$ cat config.mk
export PLATFORM = sky130hd
export DESIGN_NAME = lcd_shared_input_ports
export DESIGN_NICKNAME = d
export VERILOG_FILES = /design/src/design/pin_sync.v /design/src/design/lcd_shared_input_ports.v
export VERILOG_INCLUDE_DIRS = /design/src /design/src/design
export SDC_FILE = /design/constraint.sdc
export NUM_CORES = 1
export LEC_CHECK = 0
export ABC_AREA = 1
export BUFFER_PORTS_ARGS = -buffer_cell sky130_fd_sc_hd__buf_2
export CAP_MARGIN = 10
export CELL_PAD_IN_SITES_DETAIL_PLACEMENT = 1
export CELL_PAD_IN_SITES_GLOBAL_PLACEMENT = 2
export CORE_MARGIN = 3
export CORE_UTILIZATION = 30
export CTS_CLUSTER_SIZE = 25
export DETAILED_ROUTE_END_ITERATION = 10
export GPL_TIMING_DRIVEN = 0
export PLACE_DENSITY_LB_ADDON = 0.1
export RECOVER_POWER = 25
export SLEW_MARGIN = 20
export SYNTH_ARGS = -nofsm -noshare
export SYNTH_HDL_FRONTEND = slang
export SYNTH_SLANG_ARGS = --single-unit
$ cat constraint.sdc
create_clock -name hclk -period 2.9 [get_ports hclk]
set_input_delay 0.145 -clock hclk [delete_from_list [all_inputs] [get_ports hclk]]
set_output_delay 0.145 -clock hclk [all_outputs]
set_load 0.1 [all_outputs]
$ cat src/design/lcd_input_ports_map.vh
// Register indices, field positions and reset values for the LCD-shared input ports.
// Assumes a 32-bit AHB-Lite slave, one register per aligned word at byte address index*4.
`ifndef LCD_INPUT_PORTS_MAP_VH
`define LCD_INPUT_PORTS_MAP_VH

// Register indices (byte address is four times the index).
`define IDX_PORT_F_DATA       10'h107
`define IDX_PORT_G_DATA       10'h108
`define IDX_SEG_ENABLE        10'h10d
`define IDX_PORT_F_DIRECTION  10'h187
`define IDX_PORT_G_DIRECTION  10'h188
`define IDX_PORT_F_LATCH      10'h1f0
`define IDX_PORT_G_LATCH      10'h1f1
`define IDX_BIT_OP            10'h1f2

// Reset values.
`define RST_SEG_ENABLE        8'hff
`define RST_DIRECTION         8'hff
`define RST_LATCH             8'h00
`define RST_PIN_OUT           8'h00

// Segment-enable bits that cover the two ports.
`define SE_F_LOW_BIT          3
`define SE_F_HIGH_BIT         4
`define SE_G_LOW_BIT          5
`define SE_G_TOP_BIT          6

// Segment driver numbers that share the port pins.
`define SEG_BASE_F            12
`define SEG_BASE_G            20
`define SEG_G_TOP             28
`define SEG_COUNT             32

// Bit-operation register fields.
`define BITOP_BIT_LSB         0
`define BITOP_BIT_MSB         2
`define BITOP_PORT_BIT        3
`define BITOP_SET_BIT         4

// Bus constants.
`define HTRANS_NONSEQ_BIT     1
`define HRESP_OKAY            1'b0

`endif

$ cat src/design/pin_sync.v
// Two-flop synchroniser for the sixteen port pin inputs.
// Assumes the pins are asynchronous to hclk; only the second stage is read outside.
`timescale 1ns/100ps

module pin_sync (
   // Clock and reset
   input  wire        hclk,
   input  wire        hresetn,
   // Asynchronous pin levels
   input  wire [15:0] pin_async,
   // Synchronised levels
   output wire [15:0] pin_sync_out
);

   reg  [15:0] stage1_r;
   reg  [15:0] stage2_r;

   genvar i;
   generate
      for (i = 0; i < 16; i = i + 1) begin : g_bit
         always @(posedge hclk or negedge hresetn) begin
            if (!hresetn) begin
               stage1_r[i] <= 1'b0;
               stage2_r[i] <= 1'b0;
            end else begin
               stage1_r[i] <= pin_async[i];
               stage2_r[i] <= stage1_r[i];
            end
         end
      end
   endgenerate

   assign pin_sync_out = stage2_r;

endmodule // pin_sync

$ cat src/design/lcd_shared_input_ports.v
// Two eight-bit digital-input ports whose pins are shared with LCD segment drivers,
// with data, direction and segment-enable registers on an AHB-Lite slave.
// Assumes a single AHB-Lite master, word-aligned accesses and an LCD waveform
// generator that supplies the level of every segment driver on lcd_seg_drive.
// Operation
// - Pins are digital inputs or segment outputs only
// - Power-on reset selects segment function everywhere
// - Segment enable overrides direction bits
// - Port F bit n uses segment 12+n
// - Port G bits 0-6 segments 20-26, bit7 segment 28
// - Direction registers eight bits, reset all ones
// - Data read returns sampled pin levels
// - Data write stores value in output latch
// - Bit-operation writes sample pins, modify, store latch
// - Input pins overwrite latch during read-modify-write
`timescale 1ns/100ps
`include "lcd_input_ports_map.vh"

module lcd_shared_input_ports #(
   // Set to zero for the smaller package that lacks segment driver 28.
   parameter HAS_TOP_SEGMENT = 1
) (
   // Clock and reset
   input  wire        hclk,
   input  wire        hresetn,
   // AHB-Lite slave
   input  wire        hsel,
   input  wire [11:0] haddr,
   input  wire [1:0]  htrans,
   input  wire        hwrite,
   input  wire [2:0]  hsize,
   input  wire [31:0] hwdata,
   input  wire        hready,
   output wire        hreadyout,
   output wire        hresp,
   output wire [31:0] hrdata,
   // Segment levels from the LCD waveform generator
   input  wire [31:0] lcd_seg_drive,
   // Port F pins
   input  wire [7:0]  port_f_pin_in,
   output wire [7:0]  port_f_pin_out,
   output wire [7:0]  port_f_pin_oe,
   // Port G pins
   input  wire [7:0]  port_g_pin_in,
   output wire [7:0]  port_g_pin_out,
   output wire [7:0]  port_g_pin_oe,
   // Input buffer enables and full segment-enable value for other ports
   output wire [7:0]  port_f_input_en,
   output wire [7:0]  port_g_input_en,
   output wire [7:0]  lcd_segment_enable
);

   // Address phase capture.
   reg         ap_valid_r;
   reg         ap_write_r;
   reg  [9:0]  ap_idx_r;
   wire        ap_take;

   // Software-visible registers.
   reg  [7:0]  seg_enable_r;
   reg  [7:0]  seg_enable_nxt;
   reg  [7:0]  dir_f_r;
   reg  [7:0]  dir_f_nxt;
   reg  [7:0]  dir_g_r;
   reg  [7:0]  dir_g_nxt;
   reg  [7:0]  latch_f_r;
   reg  [7:0]  latch_f_nxt;
   reg  [7:0]  latch_g_r;
   reg  [7:0]  latch_g_nxt;

   // Read data and pin drive flip-flops.
   reg  [31:0] hrdata_r;
   reg  [7:0]  rd_byte;
   reg  [7:0]  pin_f_out_r;
   reg  [7:0]  pin_f_oe_r;
   reg  [7:0]  pin_g_out_r;
   reg  [7:0]  pin_g_oe_r;

   // Pin sampling and segment selection.
   wire [15:0] pin_s;
   wire [7:0]  pin_f_s;
   wire [7:0]  pin_g_s;
   wire [7:0]  cover_f;
   wire [7:0]  cover_g;
   wire [7:0]  seg_f;
   wire [7:0]  seg_g;

   // Data phase write strobes.
   wire        wr_en;
   wire [7:0]  wr_byte;
   wire        wr_port_f;
   wire        wr_port_g;
   wire        wr_bit_op;
   wire [2:0]  op_bit;
   wire        op_port_g;
   wire        op_set;
   wire [7:0]  op_mask;
   wire [7:0]  op_base;
   wire [7:0]  op_result;

   // The slave never inserts wait states and never reports an error.
   assign hreadyout = 1'b1;
   assign hresp     = `HRESP_OKAY;
   assign hrdata    = hrdata_r;

   // Only transfers that cover byte lane zero of the word are taken.
   assign ap_take = hsel & htrans[`HTRANS_NONSEQ_BIT] & hready & (haddr[1:0] == 2'b00);

   always @(posedge hclk or negedge hresetn) begin
      if (!hresetn) begin
         ap_valid_r <= 1'b0;
         ap_write_r <= 1'b0;
         ap_idx_r   <= 10'h000;
      end else if (hready) begin
         ap_valid_r <= ap_take;
         ap_write_r <= hwrite;
         ap_idx_r   <= haddr[11:2];
      end
   end

   pin_sync u_pin_sync (
      .hclk         (hclk),
      .hresetn      (hresetn),
      .pin_async    ({port_g_pin_in, port_f_pin_in}),
      .pin_sync_out (pin_s)
   );

   assign pin_f_s = pin_s[7:0];
   assign pin_g_s = pin_s[15:8];

   // Segment-enable bits 3 to 6 each cover a fixed group of pins.
   assign cover_f = {{4{seg_enable_r[`SE_F_HIGH_BIT]}},
                     {4{seg_enable_r[`SE_F_LOW_BIT]}}};
   assign cover_g = {seg_enable_r[`SE_G_TOP_BIT],
                     {7{seg_enable_r[`SE_G_LOW_BIT]}}};

   // Pick the segment driver that shares each pin.
   genvar n;
   generate
      for (n = 0; n < 8; n = n + 1) begin : g_seg_map
         assign seg_f[n] = lcd_seg_drive[`SEG_BASE_F + n];
         if (n < 7) begin : g_low
            assign seg_g[n] = lcd_seg_drive[`SEG_BASE_G + n];
         end else begin : g_top
            assign seg_g[n] = lcd_seg_drive[`SEG_G_TOP];
         end
      end
   endgenerate

   // Data phase decode.
   assign wr_en     = ap_valid_r & ap_write_r;
   assign wr_byte   = hwdata[7:0];
   assign wr_port_f = wr_en & (ap_idx_r == `IDX_PORT_F_DATA);
   assign wr_port_g = wr_en & (ap_idx_r == `IDX_PORT_G_DATA);
   assign wr_bit_op = wr_en & (ap_idx_r == `IDX_BIT_OP);

   // A bit operation reads the pins of the chosen port, changes one bit and
   // writes all eight bits back, so input pins replace their latch bits.
   assign op_bit    = hwdata[`BITOP_BIT_MSB:`BITOP_BIT_LSB];
   assign op_port_g = hwdata[`BITOP_PORT_BIT];
   assign op_set    = hwdata[`BITOP_SET_BIT];
   assign op_mask   = 8'h01 << op_bit;
   assign op_base   = op_port_g ? pin_g_s : pin_f_s;
   assign op_result = op_set ? (op_base | op_mask) : (op_base & ~op_mask);

   always @* begin
      seg_enable_nxt = seg_enable_r;
      dir_f_nxt      = dir_f_r;
      dir_g_nxt      = dir_g_r;
      latch_f_nxt    = latch_f_r;
      latch_g_nxt    = latch_g_r;
      if (wr_en) begin
         case (ap_idx_r)
            `IDX_SEG_ENABLE: begin
               seg_enable_nxt = wr_byte;
            end
            `IDX_PORT_F_DIRECTION: begin
               dir_f_nxt = wr_byte;
            end
            `IDX_PORT_G_DIRECTION: begin
               dir_g_nxt = wr_byte;
            end
            default: begin
               seg_enable_nxt = seg_enable_r;
            end
         endcase
      end
      if (wr_port_f) begin
         latch_f_nxt = wr_byte;
      end
      if (wr_port_g) begin
         latch_g_nxt = wr_byte;
      end
      if (wr_bit_op && !op_port_g) begin
         latch_f_nxt = op_result;
      end
      if (wr_bit_op && op_port_g) begin
         latch_g_nxt = op_result;
      end
   end

   always @(posedge hclk or negedge hresetn) begin
      if (!hresetn) begin
         seg_enable_r <= `RST_SEG_ENABLE;
         dir_f_r      <= `RST_DIRECTION;
         dir_g_r      <= `RST_DIRECTION;
         latch_f_r    <= `RST_LATCH;
         latch_g_r    <= `RST_LATCH;
      end else begin
         seg_enable_r <= seg_enable_nxt;
         dir_f_r      <= dir_f_nxt;
         dir_g_r      <= dir_g_nxt;
         latch_f_r    <= latch_f_nxt;
         latch_g_r    <= latch_g_nxt;
      end
   end

   // Read data is chosen in the address phase; register values are taken from
   // their next values so a read right behind a write sees the new contents.
   always @* begin
      rd_byte = 8'h00;
      case (haddr[11:2])
         `IDX_PORT_F_DATA: begin
            rd_byte = pin_f_s;
         end
         `IDX_PORT_G_DATA: begin
            rd_byte = pin_g_s;
         end
         `IDX_SEG_ENABLE: begin
            rd_byte = seg_enable_nxt;
         end
         `IDX_PORT_F_DIRECTION: begin
            rd_byte = dir_f_nxt;
         end
         `IDX_PORT_G_DIRECTION: begin
            rd_byte = dir_g_nxt;
         end
         `IDX_PORT_F_LATCH: begin
            rd_byte = latch_f_nxt;
         end
         `IDX_PORT_G_LATCH: begin
            rd_byte = latch_g_nxt;
         end
         default: begin
            rd_byte = 8'h00;
         end
      endcase
   end

   always @(posedge hclk or negedge hresetn) begin
      if (!hresetn) begin
         hrdata_r <= 32'h0000_0000;
      end else if (hready) begin
         if (ap_take && !hwrite) begin
            hrdata_r <= {24'h00_0000, rd_byte};
         end else begin
            hrdata_r <= 32'h0000_0000;
         end
      end
   end

   // Pin drive: a pin is driven only by its segment driver while its group is
   // enabled; the direction bits and the latch never reach the pin.
   always @(posedge hclk or negedge hresetn) begin
      if (!hresetn) begin
         pin_f_oe_r  <= 8'hff;
         pin_g_oe_r  <= {(HAS_TOP_SEGMENT != 0), 7'h7f};
         pin_f_out_r <= `RST_PIN_OUT;
         pin_g_out_r <= `RST_PIN_OUT;
      end else begin
         pin_f_oe_r  <= cover_f;
         pin_g_oe_r  <= {cover_g[7] & (HAS_TOP_SEGMENT != 0), cover_g[6:0]};
         pin_f_out_r <= seg_f & cover_f;
         pin_g_out_r <= seg_g & {cover_g[7] & (HAS_TOP_SEGMENT != 0), cover_g[6:0]};
      end
   end

   assign port_f_pin_out = pin_f_out_r;
   assign port_f_pin_oe  = pin_f_oe_r;
   assign port_g_pin_out = pin_g_out_r;
   assign port_g_pin_oe  = pin_g_oe_r;

   // A pin's digital input buffer only opens once its group is cleared.
   assign port_f_input_en = ~cover_f;
   assign port_g_input_en = ~cover_g;

   assign lcd_segment_enable = seg_enable_r;

endmodule // lcd_shared_input_ports

; ---- After elaboration in Yosys (flattened, before gate mapping)
; Cells that the tools add are included.
[classes]
eq_ne = 13
shifts = 1
mux = 14
bitwise = 14
n_reduce_logical = 6
[op_table]
columns = cell, count
row1 = 10-bit by 9-bit == test with 1-bit output (second input constant), 13
row2 = 8-bit 2-to-1 mux, 13
row3 = 8-bit one-hot mux with 7 select lines, 1
row4 = 8-bit bitwise AND, 3
row5 = 8-bit inverter, 3
row6 = 8-bit bitwise OR, 1
row7 = 1-bit by 3-bit left shift with 8-bit output (first input constant), 1
row8 = 1-bit bitwise AND, 7
row9 = 1-bit logical AND, 3
row10 = 1-bit logical NOT, 2
row11 = 2-bit logical NOT, 1
[word_totals]
regBits = 145
output_inout_bits = 90
word_cells = 93

; ---- Depth between registers and ports, before layout
; Gate-level depths: netlist of run 1.
[depth]
ltp_word = 7
depth_mapped = 12
mapped_depth_nobuf = 12

; ---- By module
; A second synthesis of run 1 with hierarchy kept.
[unflattened]
cells_unflattened = 690
area_unflattened_um2 = 5669.2
[modules_own_cells]
columns = module, n_inst, cells_each, area_each_um2
row1 = lcd_shared_input_ports, 1, 658, 4868.4
row2 = pin_sync, 1, 32, 800.8

; ---- Least setup slack after synthesis of run 1
; Ideal clock, no wire load.
[synth_path]
path_type = register to register
from = reg seg_enable_r[5], in the netlist lcd_segment_enable[5]
to = reg hrdata_r[5], in the netlist hrdata[5]
setup_ps = 68
arrival_ps = 2147
required_ps = 2832
setup_slack_ps = 685
path_stages_with_launch = 10
period_less_slack_ps = 2215
path_cell_list = dfstp_2 clkbuf_1 inv_1 nand2_1 nand3_1 nand2_1 nor2_1 nand3_1 nand2_1 nand2_1
[synth_between]
elab_chain_cells = 4
[synth_rtl]
columns = item, line_no
row1 = start: declaration, lcd_shared_input_ports.v:60  ; reg [7:0] seg_enable_r;
row2 = start signal: assignment, lcd_shared_input_ports.v:204  ; seg_enable_r <= `RST_SEG_ENABLE;
row3 = start signal: assignment, lcd_shared_input_ports.v:210  ; seg_enable_r <= seg_enable_nxt;
row4 = 8-bit 2-to-1 mux, lcd_shared_input_ports.v:173  ; case (ap_idx_r)
row5 = 8-bit 2-to-1 mux (*), lcd_shared_input_ports.v:172  ; if (wr_en) begin
row6 = 8-bit one-hot mux with 7 select lines (*), lcd_shared_input_ports.v:222  ; case (haddr[11:2])
row7 = 8-bit 2-to-1 mux (*), lcd_shared_input_ports.v:254  ; if (ap_take && !hwrite) begin
row8 = end signal: assignment, lcd_shared_input_ports.v:255  ; hrdata_r <= {24'h00_0000, rd_byte};
row9 = end: declaration, lcd_shared_input_ports.v:72  ; reg [31:0] hrdata_r;
; Every way passes the cells marked *; elsewhere a longest branch is shown, timed or not.
; A chain may end at the register's enable or synchronous reset.

; ---- Worst setup path after layout of run 1
[layout_path]
from = reg ap_idx_r[1]
to = reg hrdata_r[7], in the netlist hrdata[7]
[layout_between]
elab_chain_cells = 6
word_cells_on_any_way = 23
classes_between = eq/ne (6) / mux (12) / bitwise (3) / reduce/logical (2)
[layout_rtl]
columns = item, line_no
row1 = start: declaration, lcd_shared_input_ports.v:56  ; reg [9:0] ap_idx_r;
row2 = start signal: assignment, lcd_shared_input_ports.v:117  ; ap_idx_r <= haddr[11:2];
row3 = 10-bit by 9-bit == test with 1-bit output (no source line), --
row4 = "1-bit bitwise AND, on equally long branches", "lcd_shared_input_ports.v:154, lcd_shared_input_ports.v:153, lcd_shared_input_ports.v:155"
row5 = 8-bit 2-to-1 mux (tied with other cells), lcd_shared_input_ports.v:191  ; if (wr_port_g) begin
row6 = "8-bit 2-to-1 mux, on equally long branches", "lcd_shared_input_ports.v:197, lcd_shared_input_ports.v:194"
row7 = 8-bit one-hot mux with 7 select lines (*), lcd_shared_input_ports.v:222
row8 = 8-bit 2-to-1 mux (*), lcd_shared_input_ports.v:254
; Marks and branches as above.

==> flow_metrics.py, run 1 <==
metrics = {
    "routing": {
        "drt_pass1_iterations": 4,
        "drt_iter0_markers": 205,
        "post_drt_wl_per_cell_um": 15.7,
        "wirelength_um": 17600,
        "drc_errors": 0,
        "via_per_inst": 4.51,
        "vias": 5042,
        "drtAntennaViolNets": 0,
    },
    "cells_and_area": {
        "final_common_cell": "nand2_1",
        "drive_gt1_frac": 0.269,
        "syn_to_final_growth_pct": 28.5,
        "layout_common_cells": "180 x nand2_1, 122 x buf_2, 109 x nand3_1",
        "diodes": 0,
        "instances_no_fill": 1119,
        "num-nets-final": 987,
    },
    "clocking": {
        "cts_root_buf": "clkbuf_16",
        "cts.clk_slew.worst_paths_ns": 0.08,
        "clk_latency_ns": 0.36,
        "numCtsBuffers": 9,
        "cts_resized": 0,
        "cts_tree": "done",
        "cts_buffer_depth": 2,
        "htree_levels": 3,
        "clock-sinks": 112,
        "hold_buffers": 33,
        "cts_setup_buffers": 0,
    },
    "synth": {
        "syn-cell-area_um2": 5670,
        "ys_seq_elements": 112,
        "synth_cells": 698,
        "syn_area_per_cell_um2": 8.13,
        "synth_top_area_share": 0.370,
        "yosysUniqueCellTypes": 24,
        "synth_area_leaders": "dfrtp_1 37%, dfstp_2 13%, nand2_1 12%",
        "yosys_warnings": 0,
        "ys_seq_area_frac": 0.500,
        "yosysTopAreaCell": "dfrtp_1",
    },
    "power": {
        "powerDensity_nw_per_um2": 455,
        "ir_worst_vdd_mv": 0.263,
        "p_leak_nw": 3.83,
    },
    "floorplanning": {
        "pin_count": 192,
        "start_util": 0.311,
        "dieArea_um2": 20600,
        "die_y_um": 144,
        "rows": 49,
        "die_width_um": 144,
        "coreArea_um2": 18300,
    },
    "setup_path": {
        "crit_path_end_kind": "flop",
        "critical_path_buf_inv_count": 1,
        "max_stage_delay_ns": 0.44,
        "worstSetupPathType": "flop to flop",
        "path_delay_family": "simple AND/OR/NAND/NOR gates",
        "crit_top_cell": "nand2_1",
        "start_kind": "flop",
        "critPathMaxFanout": 9,
        "required_ns": 3.20,
        "crit_chain": "inv_1 > nand2_1 > nor2_2 > nand3_1 > nand2_1 > nand3_1 > nand2_1 > nor2_1 > nand3_1 > nand2_1 > nand2_1",
        "critPathArrivalTime_ns": 2.45,
        "cp_slowest_cell": "nand3_1",
    },
    "global_route": {
        "grt_pass1_wl_um": 27300,
        "antenna_found_initial": 0,
        "gr-usage-all-layers": 0.172,
        "grt_pass1_vias": 5213,
        "grt_max_degree": 61,
        "overflow": 0,
    },
    "timing": {
        "whs_ns": 0.0307,
        "tightestPinTransition_ns": 1.39,
        "setup_violations": 0,
        "final.setup.tns_ns": 0,
        "hold_viol": 0,
        "slew_violations": 0,
        "skew_ns": 0.00968,
        "min_period_over_period": 0.740,
        "rsz0062_at_grt": "no",
        "max_clock_freq_ghz": 0.466,
        "max_slew_margin": 0.0723,
        "fin_crit_ns": 2.15,
    },
    "placement": {
        "gp_congestion": 0.833,
        "io_buffers": 118,
        "hpwl_um": 13300,
        "dp_cells": 1070,
    },
    "outcome": {
        "outcome": "finished clean",
    },
    "worst_hold_path": {
        "hold_path_class": "primary input to flop",
    },
    "flow_run": {
        "drv_cap": 0,
    },
}
logic make-up after synthesis:
| logic type | Yosys count | synth area share |
|---|---|---|
| buf+inv | 148 | 0.137 |
| other cells | 2 | 0.00132 |
| flops | 112 | 0.500 |
| compound gates | 24 | 0.0212 |
| simple gates | 412 | 0.340 |
sequential cells by signal, summed over array words and instances (netlist names):
signal                   cells
ap_idx_r                    10
ap_valid_r                   1
ap_write_r                   1
dir_f_r                      8
dir_g_r                      8
hrdata                       8
latch_f_r                    8
latch_g_r                    8
lcd_segment_enable           8
port_f_pin_oe                2
port_f_pin_out               8
port_g_pin_oe                2
port_g_pin_out               8
u_pin_sync.pin_sync_out     16
u_pin_sync.stage1_r         16
per-layer routing:
metal  track usage  part of all wire  vias to the layer above  wire length (um)
met1         0.228              0.46                     2421              8010
met3        0.0286             0.037                       17               658
met4        0.0471             0.014                        0               249
li1              -                 -                     2495                 -
met2         0.291              0.49                      109              8650
met5             0                 0                        -                 0
metrics by stage:
stage / cell area [um2] / util / worst slack [ns] / power (mW)
after CTS: 7300 / 0.399 / 0.685 / 3.36
final: 7290 / 0.399 / 0.754 / 3.32
after global placement: 6640 / 0.364 / 0.267 / 2.06
after global routing: 7290 / 0.399 / 0.503 / 3.48
after detailed placement: 6680 / 0.365 / 0.704 / 2.08
after floorplan: 5760 / - / 0.685 / 1.94
worst paths after layout:
path | end | slack (ns) | cells past startpoint | startpoint
max | hrdata[7] | 0.75 | 11 | ap_idx_r[1]
min | ap_write_r | 0.03 | 3 | hwrite
max reg2reg | hrdata[7] | 0.75 | 11 | ap_idx_r[1]
min reg2reg | u_pin_sync.pin_sync_out[15] | 0.35 | 0 | u_pin_sync.stage1_r[15]
max in group asynchronous | dir_g_r[5] | 1.29 | 3 | hresetn
min in group asynchronous | port_f_pin_out[7] | 0.63 | 2 | hresetn
where the power goes:
group          leakage (nW)  total (mW)  internal [mW]  switching (mW)
registers              1.29        1.62           1.60          0.0206
clock network         0.138        1.24          0.604           0.640
logic                  2.41       0.453          0.122           0.331
Yosys cell counts (all sizes together):
cell,n
clkbuf,4
conb,2
nand2,180
dfstp,28
nand4,22
nor4,1
inv,79
nor2,54
dfrtp,84
buf,62
and2,39
nand3,112
clkinv,3
nand3b,1
nor3,2
or2,1
o21ai,24
area by class of cell:
cell class                 count  area, um2
timing repair buffer         152        948
inverter                      82        308
fill                        2250      11000
clock buffer                   9        225
buffer                        66        472
multi-input combinational    462       2150
sequential                   112       2840
tap                          229        287
clock inverter                 7       67.6
worst reg2reg max path: stages (launching register included):
cell and delay, ns:
dfrtp_1 0.39, inv_1 0.08, nand2_1 0.08, nor2_2 0.36, nand3_1 0.44, nand2_1 0.20, nand3_1 0.09, nand2_1 0.11
nor2_1 0.06, nand3_1 0.13, nand2_1 0.07, nand2_1 0.08
Power figures use the tool's default switching activity.
==> inputs of run 2 (changes only) <==
Settings changed: CORE_UTILIZATION 30 to 28.
Clock period 2.9 ns to 2.1 ns, I/O delays scaled along.
==> run 2 against run 1 <==
Register-to-register slack lost 0.56 ns. Sequential share of layout area fell by 1.3 points. Die area up 6.8%. Cell count rose by 4.6%. Worst hold slack got worse by 0.019 ns. Worst setup slack got worse by 0.57 ns. Critical path type is now primary input to flop. Largest cell class unchanged.
==> flow_metrics.py, run 2 (same netlist as run 1, synthesis figures left out) <==
metrics = {
    "clocking": {
        "clock-sinks": 112,
        "cts_buffer_depth": 2,
        "numCtsBuffers": 9,
        "cts_root_buf": "clkbuf_16",
        "clk_latency_ns": 0.36,
        "cts_tree": "done",
        "cts.clk_slew.worst_paths_ns": 0.08,
        "htree_levels": 3,
    },
    "floorplanning": {
        "die_width_um": 148,
        "rows": 51,
        "start_util": 0.289,
        "pin_count": 192,
        "coreArea_um2": 19700,
        "dieArea_um2": 22000,
        "die_y_um": 148,
    },
    "outcome": {
        "outcome": "finished clean",
    },
    "global_route": {
        "antenna_found_initial": 0,
        "met3_usage": 0.0235,
        "overflow": 0,
        "grt_pass1_vias": 5323,
        "met1_usage": 0.214,
        "top_usage_layer": "met2",
        "gr-usage-all-layers": 0.167,
        "grt_pass1_wl_um": 28700,
        "grt_max_degree": 58,
        "use_met2": 0.285,
    },
    "worst_hold_path": {
        "hold_path_class": "primary input to flop",
    },
    "setup_path": {
        "crit_top_cell": "nand2_1",
        "required_ns": 2.41,
        "path_delay_family": "simple AND/OR/NAND/NOR gates",
        "r2r_setup_slack_ns": 0.19,
        "crit_path_end_kind": "flop",
        "critPathMaxFanout": 10,
        "crit_chain": "dlygate4sd3_1 > buf_2 > nor2_1 > nand2_1 > nor2_4 > buf_4 > nand3_1 > nand2_1 > inv_1 > nand2_1 > nor2_1 > nand3_1 > nand2_1 > nand2_1",
        "start_kind": "primary input",
        "critical_path_buf_inv_count": 4,
        "worstSetupPathType": "primary input to flop",
        "cp_slowest_cell": "dlygate4sd3_1",
        "critPathArrivalTime_ns": 2.22,
        "max_stage_delay_ns": 0.54,
    },
    "routing": {
        "drt_pass1_iterations": 4,
        "via_per_inst": 4.38,
        "wirelength_um": 18100,
        "drt_iter0_markers": 169,
        "post_drt_wl_per_cell_um": 15.5,
        "drc_errors": 0,
        "drtAntennaViolNets": 0,
        "vias": 5128,
    },
    "placement": {
        "io_buffers": 118,
        "dp_cells": 1106,
        "hpwl_um": 13600,
        "gp_congestion": 0.805,
        "placed_area_um2": 6730,
    },
    "timing": {
        "setup_violations": 0,
        "max_slew_margin": 0.0140,
        "tightestPinTransition_ns": 1.48,
        "hold_viol": 0,
        "skew_ns": 0.00532,
        "max_clock_freq_ghz": 0.521,
        "fin_crit_ns": 1.92,
        "min_period_over_period": 0.913,
        "slew_violations": 0,
        "rsz0062_at_grt": "no",
    },
    "flow_run": {
        "drv_cap": 0,
    },
    "cells_and_area": {
        "instances_no_fill": 1170,
        "layout_common_cells": "178 x nand2_1, 121 x buf_2, 107 x nand3_1",
        "final_common_cell": "nand2_1",
        "fin_area_um2": 7550,
        "num-nets-final": 1002,
        "diodes": 0,
        "syn_to_final_growth_pct": 33.1,
        "drive_gt1_frac": 0.284,
    },
    "power": {
        "ir_worst_vdd_mv": 0.341,
        "powerDensity_nw_per_um2": 605,
        "p_leak_nw": 3.91,
    },
}
## run 2: changes by cell type in the layout (fill, tap and decap cells not counted), moves of 2 or more
cell,before,now
nor2_2,8,4
buf_4,56,65
nor2_4,5,10
nand2_2,0,2
nand3_2,3,1
nand3_4,0,4
nand3_1,109,107
nand2_1,180,178
dlygate4sd3_1,33,38
## run 2: timing repair
item | 4_1_cts | 5_1_grt
pin swaps | 0 | 4
setup endpoints to repair | 7 | 8
endpoints found under the hold margin | 89 | 0
buffers inserted | 0 | 10
hold buffers | 38 | 0
resized for setup | 1 | 17
## run 2: worst register-to-register path: stages, from the launching register on
cell     delay [ns]
dfrtp_1        0.39
inv_1          0.07
nand2_1        0.08
nor2_2         0.28
nand4_1        0.40
nand3_1        0.22
nand3_1        0.09
nand3_1        0.17
nand2_1        0.08
nand2_1        0.08
## run 2: worst paths after layout
path / to / cells past startpoint / start
max: hrdata[7] / 14 / haddr[7]
min: ap_idx_r[9] / 3 / haddr[11]
max reg2reg: hrdata[7] / 9 / ap_idx_r[3]
min reg2reg: u_pin_sync.pin_sync_out[12] / 0 / u_pin_sync.stage1_r[12]
max in group asynchronous: lcd_segment_enable[2] / 3 / hresetn
min in group asynchronous: port_f_pin_out[6] / 2 / hresetn
## run 2: metrics by stage
stage	setup TNS (ns)	hold WS [ns]	worst slack, ns	total power [mW]	utilization
6_report	0	0.0120	0.182	4.57	0.384
5_1_grt	0	0.0422	0.000859	4.78	0.384
3_3_place_gp	-41.88	0.214	-0.501	2.85	0.341
4_1_cts	0	0.00497	0.0291	4.61	0.376
3_5_place_dp	-0.258	0.105	-0.0840	2.87	0.343
2_1_floorplan	0	-0.191	0.00944	2.68	-
## run 2: per-layer routing
metal | routed length (um) | vias to the layer above
met4 | 415 | 0
li1 | - | 2526
met3 | 631 | 16
met5 | 0 | -
met1 | 8150 | 2470
met2 | 8940 | 116
## run 2: cell type report
| cell class | count | area, um2 |
|---|---|---|
| Buffer | 66 | 482 |
| Clock buffer | 10 | 229 |
| Tap cell | 265 | 332 |
| Inverter | 82 | 315 |
| Fill cell | 2424 | 12100 |
| Clock inverter | 6 | 46.3 |
| Sequential cell | 112 | 2840 |
| Timing Repair Buffer | 167 | 1090 |
| Multi-Input combinational cell | 462 | 2220 |
## run 2: report_power, final
part           total, mW  switching, mW  internal, mW  leakage, nW
logic              0.651          0.469         0.182         2.49
clock network       1.67          0.858         0.816        0.134
registers           2.24         0.0281          2.21         1.29
total               4.57           1.35          3.21         3.91
==> inputs of run 3 (changes only) <==
--- a/constraint.sdc
+++ b/constraint.sdc
@@ -3,2 +3,2 @@
 set_output_delay 0.105 -clock hclk [all_outputs]
-set_load 0.1 [all_outputs]
+set_load 0.02 [all_outputs]
==> run 3 against run 2 <==
The flow now finishes with violations (max-capacitance violations, max-slew violations). Sequential power hardly changed. Worst setup slack worse by 0.016 ns. Worst hold slack worse by 0.0055 ns. Via count is 0.94% lower. Power is 1.2% lower. Design area is 0.48% lower. Sequential share of layout area is 0.13 points higher. Die area stayed put. Critical path type is now flop to flop. Critical endpoint unchanged. Largest cell class unchanged. Largest power group unchanged. Highest routed layer unchanged.
==> flow_metrics.py, run 3 (same netlist as run 1, synthesis figures left out) <==
metrics = {
    "floorplanning": {
        "start_util": 0.289,
        "pin_count": 192,
        "dieArea_um2": 22000,
        "die_y_um": 148,
        "rows": 51,
        "die_width_um": 148,
        "coreArea_um2": 19700,
    },
    "timing": {
        "slew_violations": 67,
        "fin_crit_ns": 1.93,
        "max_clock_freq_ghz": 0.517,
        "max_slew_margin": -0.0604,
        "setup_violations": 0,
        "skew_ns": 0.0118,
        "tightestPinTransition_ns": 1.59,
        "hold_viol": 0,
        "min_period_over_period": 0.921,
        "layout_setup_ws_ns": 0.165,
    },
    "global_route": {
        "grt_pass1_wl_um": 28200,
        "gr-usage-all-layers": 0.163,
        "grt_max_degree": 68,
        "antenna_found_initial": 0,
        "grt_pass1_vias": 5191,
        "overflow": 0,
    },
    "clocking": {
        "clk_latency_ns": 0.36,
        "clock-sinks": 112,
        "cts_root_buf": "clkbuf_16",
        "htree_levels": 3,
        "cts_tree": "done",
        "cts.clk_slew.worst_paths_ns": 0.08,
        "numCtsBuffers": 9,
        "cts_buffer_depth": 2,
    },
    "setup_path": {
        "max_stage_delay_ns": 0.38,
        "critical_path_buf_inv_count": 2,
        "required_ns": 2.36,
        "worst-r2r-cell-count": 11,
        "cp_slowest_cell": "dfrtp_1",
        "critPathArrivalTime_ns": 2.20,
        "path_delay_family": "simple AND/OR/NAND/NOR gates",
        "crit_cells": 11,
        "worstSetupPathType": "flop to flop",
        "crit_path_end_kind": "flop",
        "critPathMaxFanout": 10,
        "start_kind": "flop",
        "crit_top_cell": "nand2_1",
        "crit_chain": "inv_1 > nand2_1 > nor2_4 > buf_6 > nand3_2 > nand2_1 > nand3_1 > nand3_1 > nand3_1 > nand2_1 > nand2_1",
    },
    "cells_and_area": {
        "num-nets-final": 1000,
        "final_common_cell": "nand2_1",
        "instances_no_fill": 1168,
        "layout_common_cells": "179 x nand2_1, 121 x buf_2, 107 x nand3_1",
        "fin_area_um2": 7510,
        "syn_to_final_growth_pct": 32.4,
        "drive_gt1_frac": 0.278,
        "diodes": 0,
        "fin_util": 0.382,
    },
    "routing": {
        "drt_iter0_markers": 173,
        "via_per_inst": 4.35,
        "drt_pass1_iterations": 4,
        "vias": 5080,
        "wirelength_um": 17800,
        "post_drt_wl_per_cell_um": 15.2,
        "drc_errors": 0,
        "drtAntennaViolNets": 0,
    },
    "power": {
        "p_leak_nw": 3.91,
        "powerDensity_nw_per_um2": 600,
        "ir_worst_vdd_mv": 0.485,
    },
    "placement": {
        "io_buffers": 118,
        "gp_congestion": 0.822,
        "placed_area_um2": 6720,
        "place_ws_ns": -0.0848,
        "hpwl_um": 13400,
        "dp_cells": 1106,
    },
    "flow_run": {
        "drv_cap": 1,
    },
    "outcome": {
        "outcome": "complete, but fails checks",
        "failed_checks": "max-capacitance violations, max-slew violations",
    },
    "worst_hold_path": {
        "holdPathStages": 3,
        "hold_path_class": "primary input to flop",
    },
}
## run 3: cell count changes in the layout (fill, tap and decap cells not counted), sizes merged
cell and delta:
inv +1, bufinv +1, clkinvlp -2, buf +1
dlygate4sd3 -3
## run 3: area by class of cell
| class | count | area, um2 |
|---|---|---|
| repair buffers | 165 | 1070 |
| inverters | 82 | 308 |
| clock buffers | 10 | 229 |
| plain buffers | 66 | 474 |
| multi-input cells | 462 | 2180 |
| fillers | 2440 | 12100 |
| flip-flops and latches | 112 | 2840 |
| well taps | 265 | 332 |
| clock inverters | 6 | 80.1 |
## run 3: worst paths after layout
check                                  startpoint                          to  slack (ns)
min in group asynchronous                 hresetn           port_f_pin_out[5]        0.70
min reg2reg                u_pin_sync.stage1_r[4]  u_pin_sync.pin_sync_out[4]        0.35
max reg2reg                           ap_idx_r[9]                   hrdata[7]        0.17
min                                     haddr[11]                 ap_idx_r[9]       0.006
max                                   ap_idx_r[9]                   hrdata[7]        0.17
max in group asynchronous                 hresetn                latch_f_r[7]        0.43
## run 3: report_power, final
group	switching, mW	internal (mW)
clock	0.867	0.947
sequential	0.0279	2.21
combinational	0.281	0.175
total	1.18	3.34
## run 3: per-layer routing
metal / vias to the layer above / share of wire / global-route usage
met5: - / 0 / 0
met4: 0 / 0.015 / 0.0448
met3: 17 / 0.033 / 0.0219
met2: 103 / 0.49 / 0.280
met1: 2445 / 0.46 / 0.217
li1: 2515 / - / -
## run 3: repair_timing
| item | CTS | global route |
|---|---|---|
| cloned | 0 | 0 |
| endpoints found under the hold margin | 72 | 0 |
| buffers inserted | 0 | 11 |
| pin swaps | 0 | 5 |
| endpoints found under the setup margin | 6 | 8 |
| gates resized for setup | 1 | 8 |
| hold buffers | 35 | 0 |
## run 3: worst min-delay path: cells and delay by family
kind / cells / cell delay, ns
AOI/OAI and AO/OA: 1 / 0.06
buffers and inverters: 1 / 0.11
and+or+nand+nor: 1 / 0.05
## run 3: through the flow
stage | TNS (ns) | hold slack, ns | power, mW
floorplan | 0 | -0.191 | 2.50
global placement | -40.75 | 0.214 | 2.66
detailed placement | -0.256 | 0.156 | 2.68
CTS | 0 | 0.00249 | 4.57
global route | -0.00463 | 0.0180 | 4.73
finish | 0 | 0.00647 | 4.51
